--- config.mk ---
export PLATFORM = sky130hd
export DESIGN_NAME = gsp_global_pins
export DESIGN_NICKNAME = d
export VERILOG_FILES = /design/src/gsp_global_pins.v
export VERILOG_INCLUDE_DIRS = /design/src
export SDC_FILE = /design/constraint.sdc
export NUM_CORES = 1
export LEC_CHECK = 0
export ABC_CLOCK_PERIOD_IN_PS = 4500
export BUFFER_PORTS_ARGS = -buffer_cell sky130_fd_sc_hd__buf_2
export CORE_MARGIN = 1.5
export CORE_UTILIZATION = 50
export CTS_CLUSTER_DIAMETER = 120
export DETAILED_ROUTE_END_ITERATION = 12
export PLACE_DENSITY = 0.88
export SYNTH_ARGS = -nofsm -noshare
export SYNTH_HDL_FRONTEND = slang
export SYNTH_SLANG_ARGS = --single-unit
export TNS_END_PERCENT = 5
--- constraint.sdc ---
create_clock -name core_clk_in -period 4.5 [get_ports core_clk_in]
set_clock_uncertainty 0.1 [all_clocks]
set_input_delay 0.225 -clock core_clk_in [delete_from_list [all_inputs] [get_ports core_clk_in]]
set_output_delay 0.225 -clock core_clk_in [all_outputs]
set_load 0.05 [all_outputs]
--- src/gsp_map.vh ---
// register map, field positions and reset values of the global strap and status pin block
// Overview of operation
// - A low global reset pin forces every internal flop to its default, without the clock, for as long as it stays low.
// - When reset is released the fast source-switch pin level is captured as the external-switching enable.
// - After release, and only with external switching enabled, the source-switch pin picks the 3/5 or the 4/6 input pair.
// - At release the rate-family strap is copied into the rate-family bit and both output rate selects, 0 SDH and 1 SONET.
// - After reset the strap pin is a general pin with a direction bit, an output-value bit and a readable pin state.
// - The reference-fail output follows the latched reference-fail flag while its enable is 1 and is low otherwise.
// - The lock output is high while the main DPLL is locked and its enable is 1, and low otherwise.
// - A loss-select bit picks the shared pin function, 0 (default) interrupt request and 1 loss of reference.
// - In interrupt mode the shared pin has selectable polarity, push-pull or open-drain drive, or acts as a plain output.
// - In loss mode the shared pin shows the live, unlatched activity-fail level of the selected reference.
`ifndef GSP_MAP_VH
`define GSP_MAP_VH

`define GSP_ADDR_W          8
`define GSP_OFS_CTRL        8'h00
`define GSP_OFS_GPIO_CFG    8'h04
`define GSP_OFS_IRQ_CFG     8'h08
`define GSP_OFS_PIN_STATE   8'h0C
`define GSP_OFS_IRQ_STATUS  8'h10
`define GSP_OFS_IRQ_CLEAR   8'h14
`define GSP_OFS_IRQ_ENABLE  8'h18

// control register fields
`define GSP_CTRL_EXT_SW     0
`define GSP_CTRL_REF_FAIL   1
`define GSP_CTRL_LOCK_PIN   2
`define GSP_CTRL_RATE_FAM   3
`define GSP_CTRL_DIG1_RATE  4
`define GSP_CTRL_DIG2_RATE  5
`define GSP_CTRL_W          6
`define GSP_CTRL_RESET      6'h06

// general pin configuration fields
`define GSP_GPC_DIR         0
`define GSP_GPC_OUT_VAL     1
`define GSP_GPC_W           2
`define GSP_GPC_RESET       2'h0

// shared pin configuration fields
`define GSP_IRQC_LOSS_SEL   0
`define GSP_IRQC_ACT_HIGH   1
`define GSP_IRQC_OPEN_DRAIN 2
`define GSP_IRQC_GPO_MODE   3
`define GSP_IRQC_GPO_VAL    4
`define GSP_IRQC_W          5
`define GSP_IRQC_RESET      5'h02

// pin state fields
`define GSP_PS_PIN4         0
`define GSP_PS_LOCKED       1
`define GSP_PS_LOSS         2
`define GSP_PS_PAIR         3
`define GSP_PS_W            4

// event status fields
`define GSP_EV_REF_FAIL     0
`define GSP_EV_LOCK_LOST    1
`define GSP_EV_LOCK_GAIN    2
`define GSP_EV_LOSS_RISE    3
`define GSP_EV_W            4
`define GSP_EV_RESET        4'h0

// reset release synchroniser depth
`define GSP_RST_SYNC_W      2

`endif

--- src/gsp_global_pins.v ---
// global reset, strap capture, status pins and shared interrupt pin with apb registers
//
// Implementation choices: the APB interface to the registers and the register addresses.
`timescale 1ns/1ns
`default_nettype none
`include "gsp_map.vh"

module gsp_global_pins (
  // clock and resets
  input  wire        core_clk_in,
  input  wire        reset_in,
  input  wire        global_reset_n_in,
  // apb slave
  input  wire        psel_in,
  input  wire        penable_in,
  input  wire        pwrite_in,
  input  wire [7:0]  paddr_in,
  input  wire [31:0] pwdata_in,
  output wire        pready_out,
  output wire [31:0] prdata_out,
  output wire        pslverr_out,
  // strap and general pin
  input  wire        fast_source_switch_in,
  input  wire        general_pin_4_in,
  output wire        general_pin_4_out,
  output wire        general_pin_4_oe_out,
  // status from the timing core
  input  wire        ref_activity_fail_in,
  input  wire        main_dpll_locked_in,
  // settings towards the timing core
  output wire        ext_switch_enable_out,
  output wire        pair_select_out,
  output wire        rate_family_strap_out,
  output wire        digital_out1_rate_sel_out,
  output wire        digital_out2_rate_sel_out,
  // status pins
  output wire        ref_fail_out,
  output wire        lock_out,
  output wire        irq_out,
  output wire        irq_oe_out,
  output wire        irq_req_out
);

  // reset synchroniser and release pulse
  reg [`GSP_RST_SYNC_W-1:0] rst_sync_ff;
  reg                       run_ff;
  wire                      run_now;
  wire                      release_now;
  wire                      soft_rst;

  // registers
  reg [`GSP_CTRL_W-1:0] ctrl_ff;
  reg [`GSP_GPC_W-1:0]  gpc_ff;
  reg [`GSP_IRQC_W-1:0] irqc_ff;
  reg [`GSP_EV_W-1:0]   ev_status_ff;
  reg [`GSP_EV_W-1:0]   ev_enable_ff;
  reg [`GSP_EV_W-1:0]   nxt_ev_status;
  reg [`GSP_EV_W-1:0]   ev_clear;
  reg [`GSP_EV_W-1:0]   ev_set;

  // apb
  reg        pready_ff;
  reg [31:0] prdata_ff;
  reg        pslverr_ff;
  reg [31:0] nxt_prdata;
  reg        nxt_pslverr;
  wire       setup_now;
  wire       wr_now;
  wire       wr_ctrl;
  wire       wr_gpc;
  wire       wr_irqc;
  wire       wr_clear;
  wire       wr_enable;

  // sampled inputs and pins
  reg  pin4_ff;
  reg  locked_ff;
  reg  loss_ff;
  reg  pair_ff;
  reg  gp_out_ff;
  reg  gp_oe_ff;
  reg  ref_fail_ff;
  reg  lock_pin_ff;
  reg  irq_pin_ff;
  reg  irq_oe_ff;
  reg  irq_req_ff;
  reg  nxt_irq_pin;
  reg  nxt_irq_oe;
  reg  nxt_gp_out;
  reg  nxt_gp_oe;
  reg  nxt_ref_fail;
  reg  nxt_lock_pin;
  reg  nxt_irq_req;
  reg  nxt_pair;
  wire irq_active;
  wire irq_level;

  // word read mux shared by the read path
  function [31:0] gsp_rd_word;
    input [7:0] addr;
    input [31:0] ctrl_w;
    input [31:0] gpc_w;
    input [31:0] irqc_w;
    input [31:0] ps_w;
    input [31:0] evs_w;
    input [31:0] eve_w;
    begin
      case (addr)
        `GSP_OFS_CTRL:       gsp_rd_word = ctrl_w;
        `GSP_OFS_GPIO_CFG:   gsp_rd_word = gpc_w;
        `GSP_OFS_IRQ_CFG:    gsp_rd_word = irqc_w;
        `GSP_OFS_PIN_STATE:  gsp_rd_word = ps_w;
        `GSP_OFS_IRQ_STATUS: gsp_rd_word = evs_w;
        `GSP_OFS_IRQ_ENABLE: gsp_rd_word = eve_w;
        default:             gsp_rd_word = 32'h0000_0000;
      endcase
    end
  endfunction

  // address decode, clear register reads as zero but is mapped
  function gsp_mapped;
    input [7:0] addr;
    begin
      case (addr)
        `GSP_OFS_CTRL, `GSP_OFS_GPIO_CFG, `GSP_OFS_IRQ_CFG,
        `GSP_OFS_PIN_STATE, `GSP_OFS_IRQ_STATUS,
        `GSP_OFS_IRQ_CLEAR, `GSP_OFS_IRQ_ENABLE: gsp_mapped = 1'b1;
        default:                                 gsp_mapped = 1'b0;
      endcase
    end
  endfunction

  always @(posedge core_clk_in or negedge global_reset_n_in) begin
    if (!global_reset_n_in) begin
      rst_sync_ff <= {`GSP_RST_SYNC_W{1'b0}};
      run_ff      <= 1'b0;
    end else begin
      rst_sync_ff <= {rst_sync_ff[`GSP_RST_SYNC_W-2:0], 1'b1};
      run_ff      <= rst_sync_ff[`GSP_RST_SYNC_W-1];
    end
  end

  // two flops: the pin may rise anywhere in the clock period
  assign run_now     = rst_sync_ff[`GSP_RST_SYNC_W-1];
  assign release_now = run_now & ~run_ff;
  // system reset is synchronous; the pin reset acts at once
  assign soft_rst    = reset_in | ~run_now;

  assign setup_now = psel_in & ~penable_in;
  assign wr_now    = psel_in & penable_in & pready_ff & pwrite_in;
  // writes land only at the access edge and never inside the sync window
  assign wr_ctrl   = wr_now & run_now & (paddr_in == `GSP_OFS_CTRL);
  assign wr_gpc    = wr_now & run_now & (paddr_in == `GSP_OFS_GPIO_CFG);
  assign wr_irqc   = wr_now & run_now & (paddr_in == `GSP_OFS_IRQ_CFG);
  assign wr_clear  = wr_now & run_now & (paddr_in == `GSP_OFS_IRQ_CLEAR);
  assign wr_enable = wr_now & run_now & (paddr_in == `GSP_OFS_IRQ_ENABLE);

  // apb answer is prepared in setup and stands through access
  always @* begin
    nxt_prdata  = gsp_rd_word(paddr_in,
                    {26'h0, ctrl_ff}, {30'h0, gpc_ff}, {27'h0, irqc_ff},
                    {28'h0, pair_ff, loss_ff, locked_ff, pin4_ff},
                    {28'h0, ev_status_ff}, {28'h0, ev_enable_ff});
    nxt_pslverr = ~gsp_mapped(paddr_in);
  end

  always @(posedge core_clk_in or negedge global_reset_n_in) begin
    if (!global_reset_n_in) begin
      pready_ff  <= 1'b0;
      prdata_ff  <= 32'h0000_0000;
      pslverr_ff <= 1'b0;
    end else if (soft_rst) begin
      pready_ff  <= 1'b0;
      prdata_ff  <= 32'h0000_0000;
      pslverr_ff <= 1'b0;
    end else begin
      pready_ff  <= setup_now;
      // answer stands for the one access cycle only, so idle data is always zero
      if (setup_now) begin
        prdata_ff  <= pwrite_in ? 32'h0000_0000 : nxt_prdata;
        pslverr_ff <= nxt_pslverr;
      end else begin
        prdata_ff  <= 32'h0000_0000;
        pslverr_ff <= 1'b0;
      end
    end
  end

  // control registers, strap defaults land at release
  always @(posedge core_clk_in or negedge global_reset_n_in) begin
    if (!global_reset_n_in) begin
      ctrl_ff      <= `GSP_CTRL_RESET;
      gpc_ff       <= `GSP_GPC_RESET;
      irqc_ff      <= `GSP_IRQC_RESET;
      ev_enable_ff <= `GSP_EV_RESET;
    end else if (reset_in) begin
      ctrl_ff      <= `GSP_CTRL_RESET;
      gpc_ff       <= `GSP_GPC_RESET;
      irqc_ff      <= `GSP_IRQC_RESET;
      ev_enable_ff <= `GSP_EV_RESET;
    end else if (release_now) begin
      ctrl_ff[`GSP_CTRL_EXT_SW]    <= fast_source_switch_in;
      ctrl_ff[`GSP_CTRL_RATE_FAM]  <= general_pin_4_in;
      ctrl_ff[`GSP_CTRL_DIG1_RATE] <= general_pin_4_in;
      ctrl_ff[`GSP_CTRL_DIG2_RATE] <= general_pin_4_in;
    end else begin
      // straps win over a write that meets the release cycle
      if (wr_ctrl) begin
        ctrl_ff <= pwdata_in[`GSP_CTRL_W-1:0];
      end
      if (wr_gpc) begin
        gpc_ff <= pwdata_in[`GSP_GPC_W-1:0];
      end
      if (wr_irqc) begin
        irqc_ff <= pwdata_in[`GSP_IRQC_W-1:0];
      end
      if (wr_enable) begin
        ev_enable_ff <= pwdata_in[`GSP_EV_W-1:0];
      end
    end
  end

  // events: set wins over a clear in the same cycle
  always @* begin
    ev_set = {`GSP_EV_W{1'b0}};
    ev_set[`GSP_EV_REF_FAIL]  = ref_activity_fail_in & ~loss_ff;
    ev_set[`GSP_EV_LOCK_LOST] = locked_ff & ~main_dpll_locked_in;
    ev_set[`GSP_EV_LOCK_GAIN] = ~locked_ff & main_dpll_locked_in;
    ev_set[`GSP_EV_LOSS_RISE] = ref_activity_fail_in & ~loss_ff;
    ev_clear = {`GSP_EV_W{1'b0}};
    if (wr_clear) begin
      ev_clear = pwdata_in[`GSP_EV_W-1:0];
    end
    nxt_ev_status = (ev_status_ff & ~ev_clear) | ev_set;
  end

  // sampled inputs and latched flags
  always @(posedge core_clk_in or negedge global_reset_n_in) begin
    if (!global_reset_n_in) begin
      ev_status_ff <= `GSP_EV_RESET;
      pin4_ff      <= 1'b0;
      locked_ff    <= 1'b0;
      loss_ff      <= 1'b0;
      pair_ff      <= 1'b0;
    end else if (soft_rst) begin
      ev_status_ff <= `GSP_EV_RESET;
      pin4_ff      <= 1'b0;
      locked_ff    <= 1'b0;
      loss_ff      <= 1'b0;
      pair_ff      <= 1'b0;
    end else begin
      ev_status_ff <= nxt_ev_status;
      pin4_ff      <= general_pin_4_in;
      locked_ff    <= main_dpll_locked_in;
      loss_ff      <= ref_activity_fail_in;
      pair_ff      <= nxt_pair;
    end
  end

  // level request, stays up until software clears the flag or its enable bit
  assign irq_active = |(ev_status_ff & ev_enable_ff);
  assign irq_level  = irqc_ff[`GSP_IRQC_ACT_HIGH] ? irq_active : ~irq_active;

  // shared pin drive
  always @* begin
    if (irqc_ff[`GSP_IRQC_LOSS_SEL]) begin
      nxt_irq_pin = ref_activity_fail_in;
      nxt_irq_oe  = 1'b1;
    end else begin
      nxt_irq_pin = irqc_ff[`GSP_IRQC_GPO_MODE] ? irqc_ff[`GSP_IRQC_GPO_VAL] : irq_level;
      nxt_irq_oe  = 1'b1;
      if (irqc_ff[`GSP_IRQC_OPEN_DRAIN]) begin
        nxt_irq_oe  = ~nxt_irq_pin;
        nxt_irq_pin = 1'b0;
      end
    end
  end

  // next pin levels, every pin leaves through one flop
  always @* begin
    nxt_pair     = ctrl_ff[`GSP_CTRL_EXT_SW] & fast_source_switch_in;
    nxt_gp_out   = gpc_ff[`GSP_GPC_OUT_VAL];
    nxt_gp_oe    = gpc_ff[`GSP_GPC_DIR];
    nxt_ref_fail = ctrl_ff[`GSP_CTRL_REF_FAIL] & ev_status_ff[`GSP_EV_REF_FAIL];
    nxt_lock_pin = ctrl_ff[`GSP_CTRL_LOCK_PIN] & locked_ff;
    nxt_irq_req  = irq_active;
  end

  // pin output flops; pins stay released in reset
  always @(posedge core_clk_in or negedge global_reset_n_in) begin
    if (!global_reset_n_in) begin
      gp_out_ff   <= 1'b0;
      gp_oe_ff    <= 1'b0;
      ref_fail_ff <= 1'b0;
      lock_pin_ff <= 1'b0;
      irq_pin_ff  <= 1'b0;
      irq_oe_ff   <= 1'b0;
      irq_req_ff  <= 1'b0;
    end else if (soft_rst) begin
      gp_out_ff   <= 1'b0;
      gp_oe_ff    <= 1'b0;
      ref_fail_ff <= 1'b0;
      lock_pin_ff <= 1'b0;
      irq_pin_ff  <= 1'b0;
      irq_oe_ff   <= 1'b0;
      irq_req_ff  <= 1'b0;
    end else begin
      gp_out_ff   <= nxt_gp_out;
      gp_oe_ff    <= nxt_gp_oe;
      ref_fail_ff <= nxt_ref_fail;
      lock_pin_ff <= nxt_lock_pin;
      irq_pin_ff  <= nxt_irq_pin;
      irq_oe_ff   <= nxt_irq_oe;
      irq_req_ff  <= nxt_irq_req;
    end
  end

  assign pready_out                = pready_ff;
  assign prdata_out                = prdata_ff;
  assign pslverr_out               = pslverr_ff;
  assign general_pin_4_out         = gp_out_ff;
  assign general_pin_4_oe_out      = gp_oe_ff;
  assign ext_switch_enable_out     = ctrl_ff[`GSP_CTRL_EXT_SW];
  assign pair_select_out           = pair_ff;
  assign rate_family_strap_out     = ctrl_ff[`GSP_CTRL_RATE_FAM];
  assign digital_out1_rate_sel_out = ctrl_ff[`GSP_CTRL_DIG1_RATE];
  assign digital_out2_rate_sel_out = ctrl_ff[`GSP_CTRL_DIG2_RATE];
  assign ref_fail_out              = ref_fail_ff;
  assign lock_out                  = lock_pin_ff;
  assign irq_out                   = irq_pin_ff;
  assign irq_oe_out                = irq_oe_ff;
  assign irq_req_out               = irq_req_ff;

endmodule // gsp_global_pins

`default_nettype wire

# ---- Yosys cells after proc, flatten, opt, wreduce, memory -nomap -nowiden
# Index checks and enable logic that the tools add are counted.
dict set report word_totals {
  out_inout_bits 46
  ff_bits 69
  romBits 0
  wordCells 113
  ram_bits 0
  latchBits 0
  inputBits 50
  mem_count 0
}
dict set report op_classes {
  n_bitwise 31
  shift 0
  div_mod_pow 0
  n_reduce_logical 12
  add_sub_neg 0
  eq_ne 7
  multipliers 0
  order_cmp 0
  n_mux 41
}
# cell count
set ops {}
lappend ops {{32-bit 2-to-1 mux} 3}
lappend ops {{6-bit one-hot mux with 6 select lines} 1}
lappend ops {{8-bit by 5-bit == test with 1-bit output, second input constant} 3}
lappend ops {{1-bit 2-to-1 mux} 22}
lappend ops {{4-bit 2-to-1 mux} 5}
lappend ops {{1-bit AND} 17}
lappend ops {{8-bit by 4-bit == test with 1-bit output, second input constant} 2}
lappend ops {{5-bit 2-to-1 mux} 3}
lappend ops {{6-bit 2-to-1 mux} 2}
lappend ops {{1-bit NOT} 9}
lappend ops {{4-bit AND} 2}
lappend ops {{8-bit by 3-bit == test with 1-bit output, second input constant} 1}
lappend ops {{8-bit logical NOT} 1}
lappend ops {{2-bit 2-to-1 mux} 4}
lappend ops {{2-bit AND reduction} 4}
lappend ops {{2-bit nonzero test} 4}
lappend ops {{7-bit OR reduction} 1}
lappend ops {{4-bit NOT} 1}
lappend ops {{4-bit OR} 1}
lappend ops {{4-bit OR reduction} 1}
lappend ops {{3-bit 2-to-1 mux} 1}
lappend ops {{3-bit nonzero test} 1}
lappend ops {{2-bit inequality test, second input constant} 1}
lappend ops {{1-bit OR} 1}

# ---- Logic depth before layout (Yosys ltp)
dict set report depth {
  word_depth 10
  mapped_depth 5
  depth_no_buf 4
}

# ---- Worst setup path after synthesis
# Ideal clock, no wire load.
dict set report synth_path {
  path_type {flip-flop to flip-flop}
  from {register pready_ff (netlist: pready_out)}
  to {register ctrl_ff[0]}
  stages_incl_launch_ff 5
  setup_time_ns 0.125
  path_buffers 0
  t_arrival_ns 1.749
  slack_ns 2.527
  synth_period_minus_slack_ns 1.973
  required_ns 4.275
  path_cell_list {dfrtp_1 > inv_1 > or3_1 > o31ai_4 > mux2_2}
}
dict set report synth_between {
  elab_chain_cells 5
}
# element line
set synth_rtl {}
lappend synth_rtl {{start, declared} gsp_global_pins.v:62} ;# reg pready_ff;
lappend synth_rtl {{start signal, assigned} gsp_global_pins.v:177} ;# pready_ff <= setup_now;
lappend synth_rtl {{1-bit AND (2 in a row)} gsp_global_pins.v:150} ;# assign wr_now = psel_in & penable_in & pready_ff & pwrite_in;
lappend synth_rtl {{1-bit AND (2 in a row)} gsp_global_pins.v:152} ;# assign wr_ctrl = wr_now & run_now & (paddr_in == `GSP_OFS_CTRL);
lappend synth_rtl {{3-bit nonzero test (no line)} --}
lappend synth_rtl {{end signal, assigned} gsp_global_pins.v:192} ;# ctrl_ff <= `GSP_CTRL_RESET;
lappend synth_rtl {{end signal, assigned} gsp_global_pins.v:197} ;# ctrl_ff <= `GSP_CTRL_RESET;
lappend synth_rtl {{end signal, assigned by index} gsp_global_pins.v:202} ;# ctrl_ff[`GSP_CTRL_EXT_SW] <= fast_source_switch_in;
lappend synth_rtl {{end, declared} gsp_global_pins.v:52} ;# reg [`GSP_CTRL_W-1:0] ctrl_ff;
# Every way passes these cells.
# A chain may end at the register's enable or synchronous reset.

# ---- Worst setup path in the final report
dict set report layout_path {
  from {register rst_sync_ff[1]}
  to {register ev_status_ff[3]}
}
dict set report layout_between {
  elab_chain_cells 7
  elab_cells_between_ends 9
  cone_classes {2 x mux; 7 x bitwise}
}
# element line
set layout_rtl {}
lappend layout_rtl {{start, declared} gsp_global_pins.v:45} ;# reg [`GSP_RST_SYNC_W-1:0] rst_sync_ff;
lappend layout_rtl {{start signal, assigned} gsp_global_pins.v:135} ;# rst_sync_ff <= {`GSP_RST_SYNC_W{1'b0}};
lappend layout_rtl {{start signal, assigned} gsp_global_pins.v:138} ;# rst_sync_ff <= {rst_sync_ff[`GSP_RST_SYNC_W-2:0], 1'b1};
lappend layout_rtl {{1-bit AND (2 in a row)} gsp_global_pins.v:155} ;# assign wr_clear = wr_now & run_now & (paddr_in == `GSP_OFS_IRQ_CLEAR);
lappend layout_rtl {{4-bit 2-to-1 mux} gsp_global_pins.v:231} ;# if (wr_clear) begin
lappend layout_rtl {{4-bit NOT} gsp_global_pins.v:234} ;# nxt_ev_status = (ev_status_ff & ~ev_clear) | ev_set;
lappend layout_rtl {{4-bit AND} gsp_global_pins.v:234}
lappend layout_rtl {{4-bit OR} gsp_global_pins.v:234}
lappend layout_rtl {{4-bit 2-to-1 mux *} gsp_global_pins.v:245} ;# end else if (soft_rst) begin
lappend layout_rtl {{end signal, assigned} gsp_global_pins.v:240} ;# ev_status_ff <= `GSP_EV_RESET;
lappend layout_rtl {{end signal, assigned} gsp_global_pins.v:246} ;# ev_status_ff <= `GSP_EV_RESET;
lappend layout_rtl {{end signal, assigned} gsp_global_pins.v:252} ;# ev_status_ff <= nxt_ev_status;
lappend layout_rtl {{end, declared} gsp_global_pins.v:55} ;# reg [`GSP_EV_W-1:0] ev_status_ff;
# Every way passes the cells marked *; elsewhere a longest branch is shown, timed or not.

==> results.tsv <==
metric	value	unit
wirelength_met1	1910	µm
antenna_found_initial	0	
drive_gt1_frac	0.242	
cts.htree.levels	2	
cts_buffers	5	
hp-start	penable_in	
instances_no_fill	316	
syn_inst	222	
fin_crit	2.10	ns
cap_violations	0	
postSynthAreaPerCell	10.3	µm²
synth_common_cells	dfrtp_1, buf_4, mux2i_1, nor2_1, a21oi_1	
postLayoutCoreUtil	0.582	
cp_max_fo	6	
worstSetupEndpointType	register	
synth-compound-area-share	0.0877	
ys_seq_area_frac	0.473	
finalSetupViolations	0	
drc	0	
crit_slowest_cell	nor4_1	
grt_pass1_wl	7400	µm
dpl.hpwl	3370	µm
slowest_delay	0.70	ns
synthFlopType	dfrtp_1	
ir_drop	159	µV
synth_top_family_by_area	simple AND/OR/NAND/NOR gates	
rows	24	
grt_pass1_vias	1576	
fin_crit_sh	0.467	
finalMaxSlewViolations	0	
yosysMostFrequentCell	dfrtp_1	
dr_total_vias	1715	
num_antenna_cells	0	
drt-vias-per-instance	5.43	
fmax	0.476	GHz
die_y	70.6	µm
drt_iter0_drc	143	
start_util	0.521	
rsz0062_at_grt	false	
die-width	70.6	µm
ys_seq_elements	43	
synth-edff-count	0	
area_growth	11.7	%
wl_per_cell	14.5	µm
grt_usage	0.194	
synth_cell_types	38	
post_cts_resized	0	
final_nets	313	
synthTopCellsByArea	dfrtp_1, mux2i_1, buf_4, dfstp_2, nor2_1	
relSlewSlack	0.380	
dp_cells	307	
cp.arrival	2.14	ns
core	4380	µm²
outcome	finished, final reports clean	
crit_buf_inv	0	
crit_chain	nand2_1 -> or3_1 -> nor4_1 -> a31oi_1	
hold_viol_final	0	
numClockSinks	43	
critPathRequiredTime	4.54	ns
clock_path_buffers	2	
io_pins	96	
antenna_left	0	
timing.rr.start	rst_sync_ff[1]$_DFF_PN0_	
synthMuxAreaShare	0.107	
power_density	332	nW/µm²
worstMarginPinSlew	0.929	ns
yosysTopAreaCell	dfrtp_1	
synth_xor_area_frac	0	
tns	0	ns
worstHoldPathType	input port to register	
top_layer	met4	
clk_pin_slew	0.08	ns
die_area	4980	µm²
routed_wl	4570	µm
async_flop_share	1.00	
overflow	0	
io_buffers	43	
cts_tree	built	
synth_fa_ha_area_frac	0	
power_leakage	1.23	nW
wl_met2	2250	µm
wl_met3	324	µm
critPathTopFamily	simple AND/OR/NAND/NOR gates	
path_class	register to register	
fill_cells	367	
clkLatencyLatePin	0.30	ns
ys_warn_count	0	
start_kind	register	
gp_congestion	0.866	
clock-root-buffer	clkbuf_8	
critical_path.startpoint	rst_sync_ff[1]$_DFF_PN0_	
synth_top_area_share	0.438	
synth-simple-area-share	0.218	
power	0.845	mW
first_pass_iters	4	
synth_area	2280	µm²
grt_max_degree	44	
## power by group
part	total (mW)	switching [mW]	leakage (nW)	internal, mW
clock	0.309	0.130	0.0612	0.180
combinational	0.134	0.108	0.600	0.0264
sequential	0.402	0.00669	0.574	0.395
## repair_timing
| action | 4_1_cts | 5_1_grt |
|---|---|---|
| endpoints found under the hold margin | 40 | 0 |
| hold buffers | 1 | 0 |
| buffers inserted | 0 | 0 |
## routing by layer
layer | global-route usage | vias to the layer above
met5 | 0 | -
li1 | - | 809
met4 | 0.0964 | 0
met1 | 0.250 | 825
met3 | 0.0541 | 7
met2 | 0.303 | 74
## worst register-to-register path, delay by kind of cell, from the launching register on
family	cells	cell delay (ns)
and+or+nand+nor	3	1.23
DFF	1	0.43
AOI/OAI and AO/OA	1	0.18
## stage by stage
step / hold WS [ns] / setup slack, ns / instance area [µm²]
2_1_floorplan: -0.171 / 2.53 / 2380
3_3_place_gp: 0.234 / 2.19 / 2420
3_5_place_dp: 0.235 / 2.19 / 2420
4_1_cts: 0.0346 / 2.42 / 2550
5_1_grt: 0.0454 / 2.30 / 2550
6_report: 0.0471 / 2.40 / 2550
## state kept, by name (all words and copies together), names as in the netlist, 2 cells and up
name	cells
irqc_ff	5
ev_enable_ff	4
ctrl_ff	6
rst_sync_ff	2
ev_status_ff	4
gpc_ff	2
prdata_out	6
## layout by cell type (no fill, tap or decap), drive strengths merged, types with 4 or more instances in the layout
cell / count
buf: 43
dfrtp: 40
conb: 27
mux2i: 21
nor2: 19
a21oi: 11
nand2: 9
nor2b: 9
nor4: 8
o21ai: 7
and2: 6
clkbuf: 6
nor3: 5
inv: 5
nor3b: 5
and3: 5
nand3: 4
o22ai: 4
## logic make-up (layout without fill, tap and decap cells)
family,Yosys count,in the layout
other,2,27
AOI/OAI and AO/OA,31,31
and+or+nand+nor,82,82
buffers and inverters,40,57
muxes,24,24
DFF,43,43
## layout make-up
cell class              count  area, µm²  area share
clock buffers               6       82.6      0.0324
clock inverters             2       35.0      0.0137
flip-flops and latches     43       1080       0.423
inverters                   5       18.8     0.00736
well taps                  52       65.1      0.0255
repair buffers             44        225      0.0883
multi-input cells         164       1040       0.409
## final timing paths
check,endpoint,slack (ns),depth (start not counted)
worst max-delay path,ev_status_ff[3]$_DFF_PN0_,2.40,4
worst min-delay path,pready_out$_DFF_PN0_,0.05,2
worst max register to register,ev_status_ff[3]$_DFF_PN0_,2.40,4
worst min register to register,rst_sync_ff[1]$_DFF_PN0_,0.25,0
max in group asynchronous,gpc_ff[1]$_DFFE_PN0P_,3.22,2
min in group asynchronous,pready_out$_DFF_PN0_,0.50,2
No activity file was read; power rests on OpenSTA's default activity.
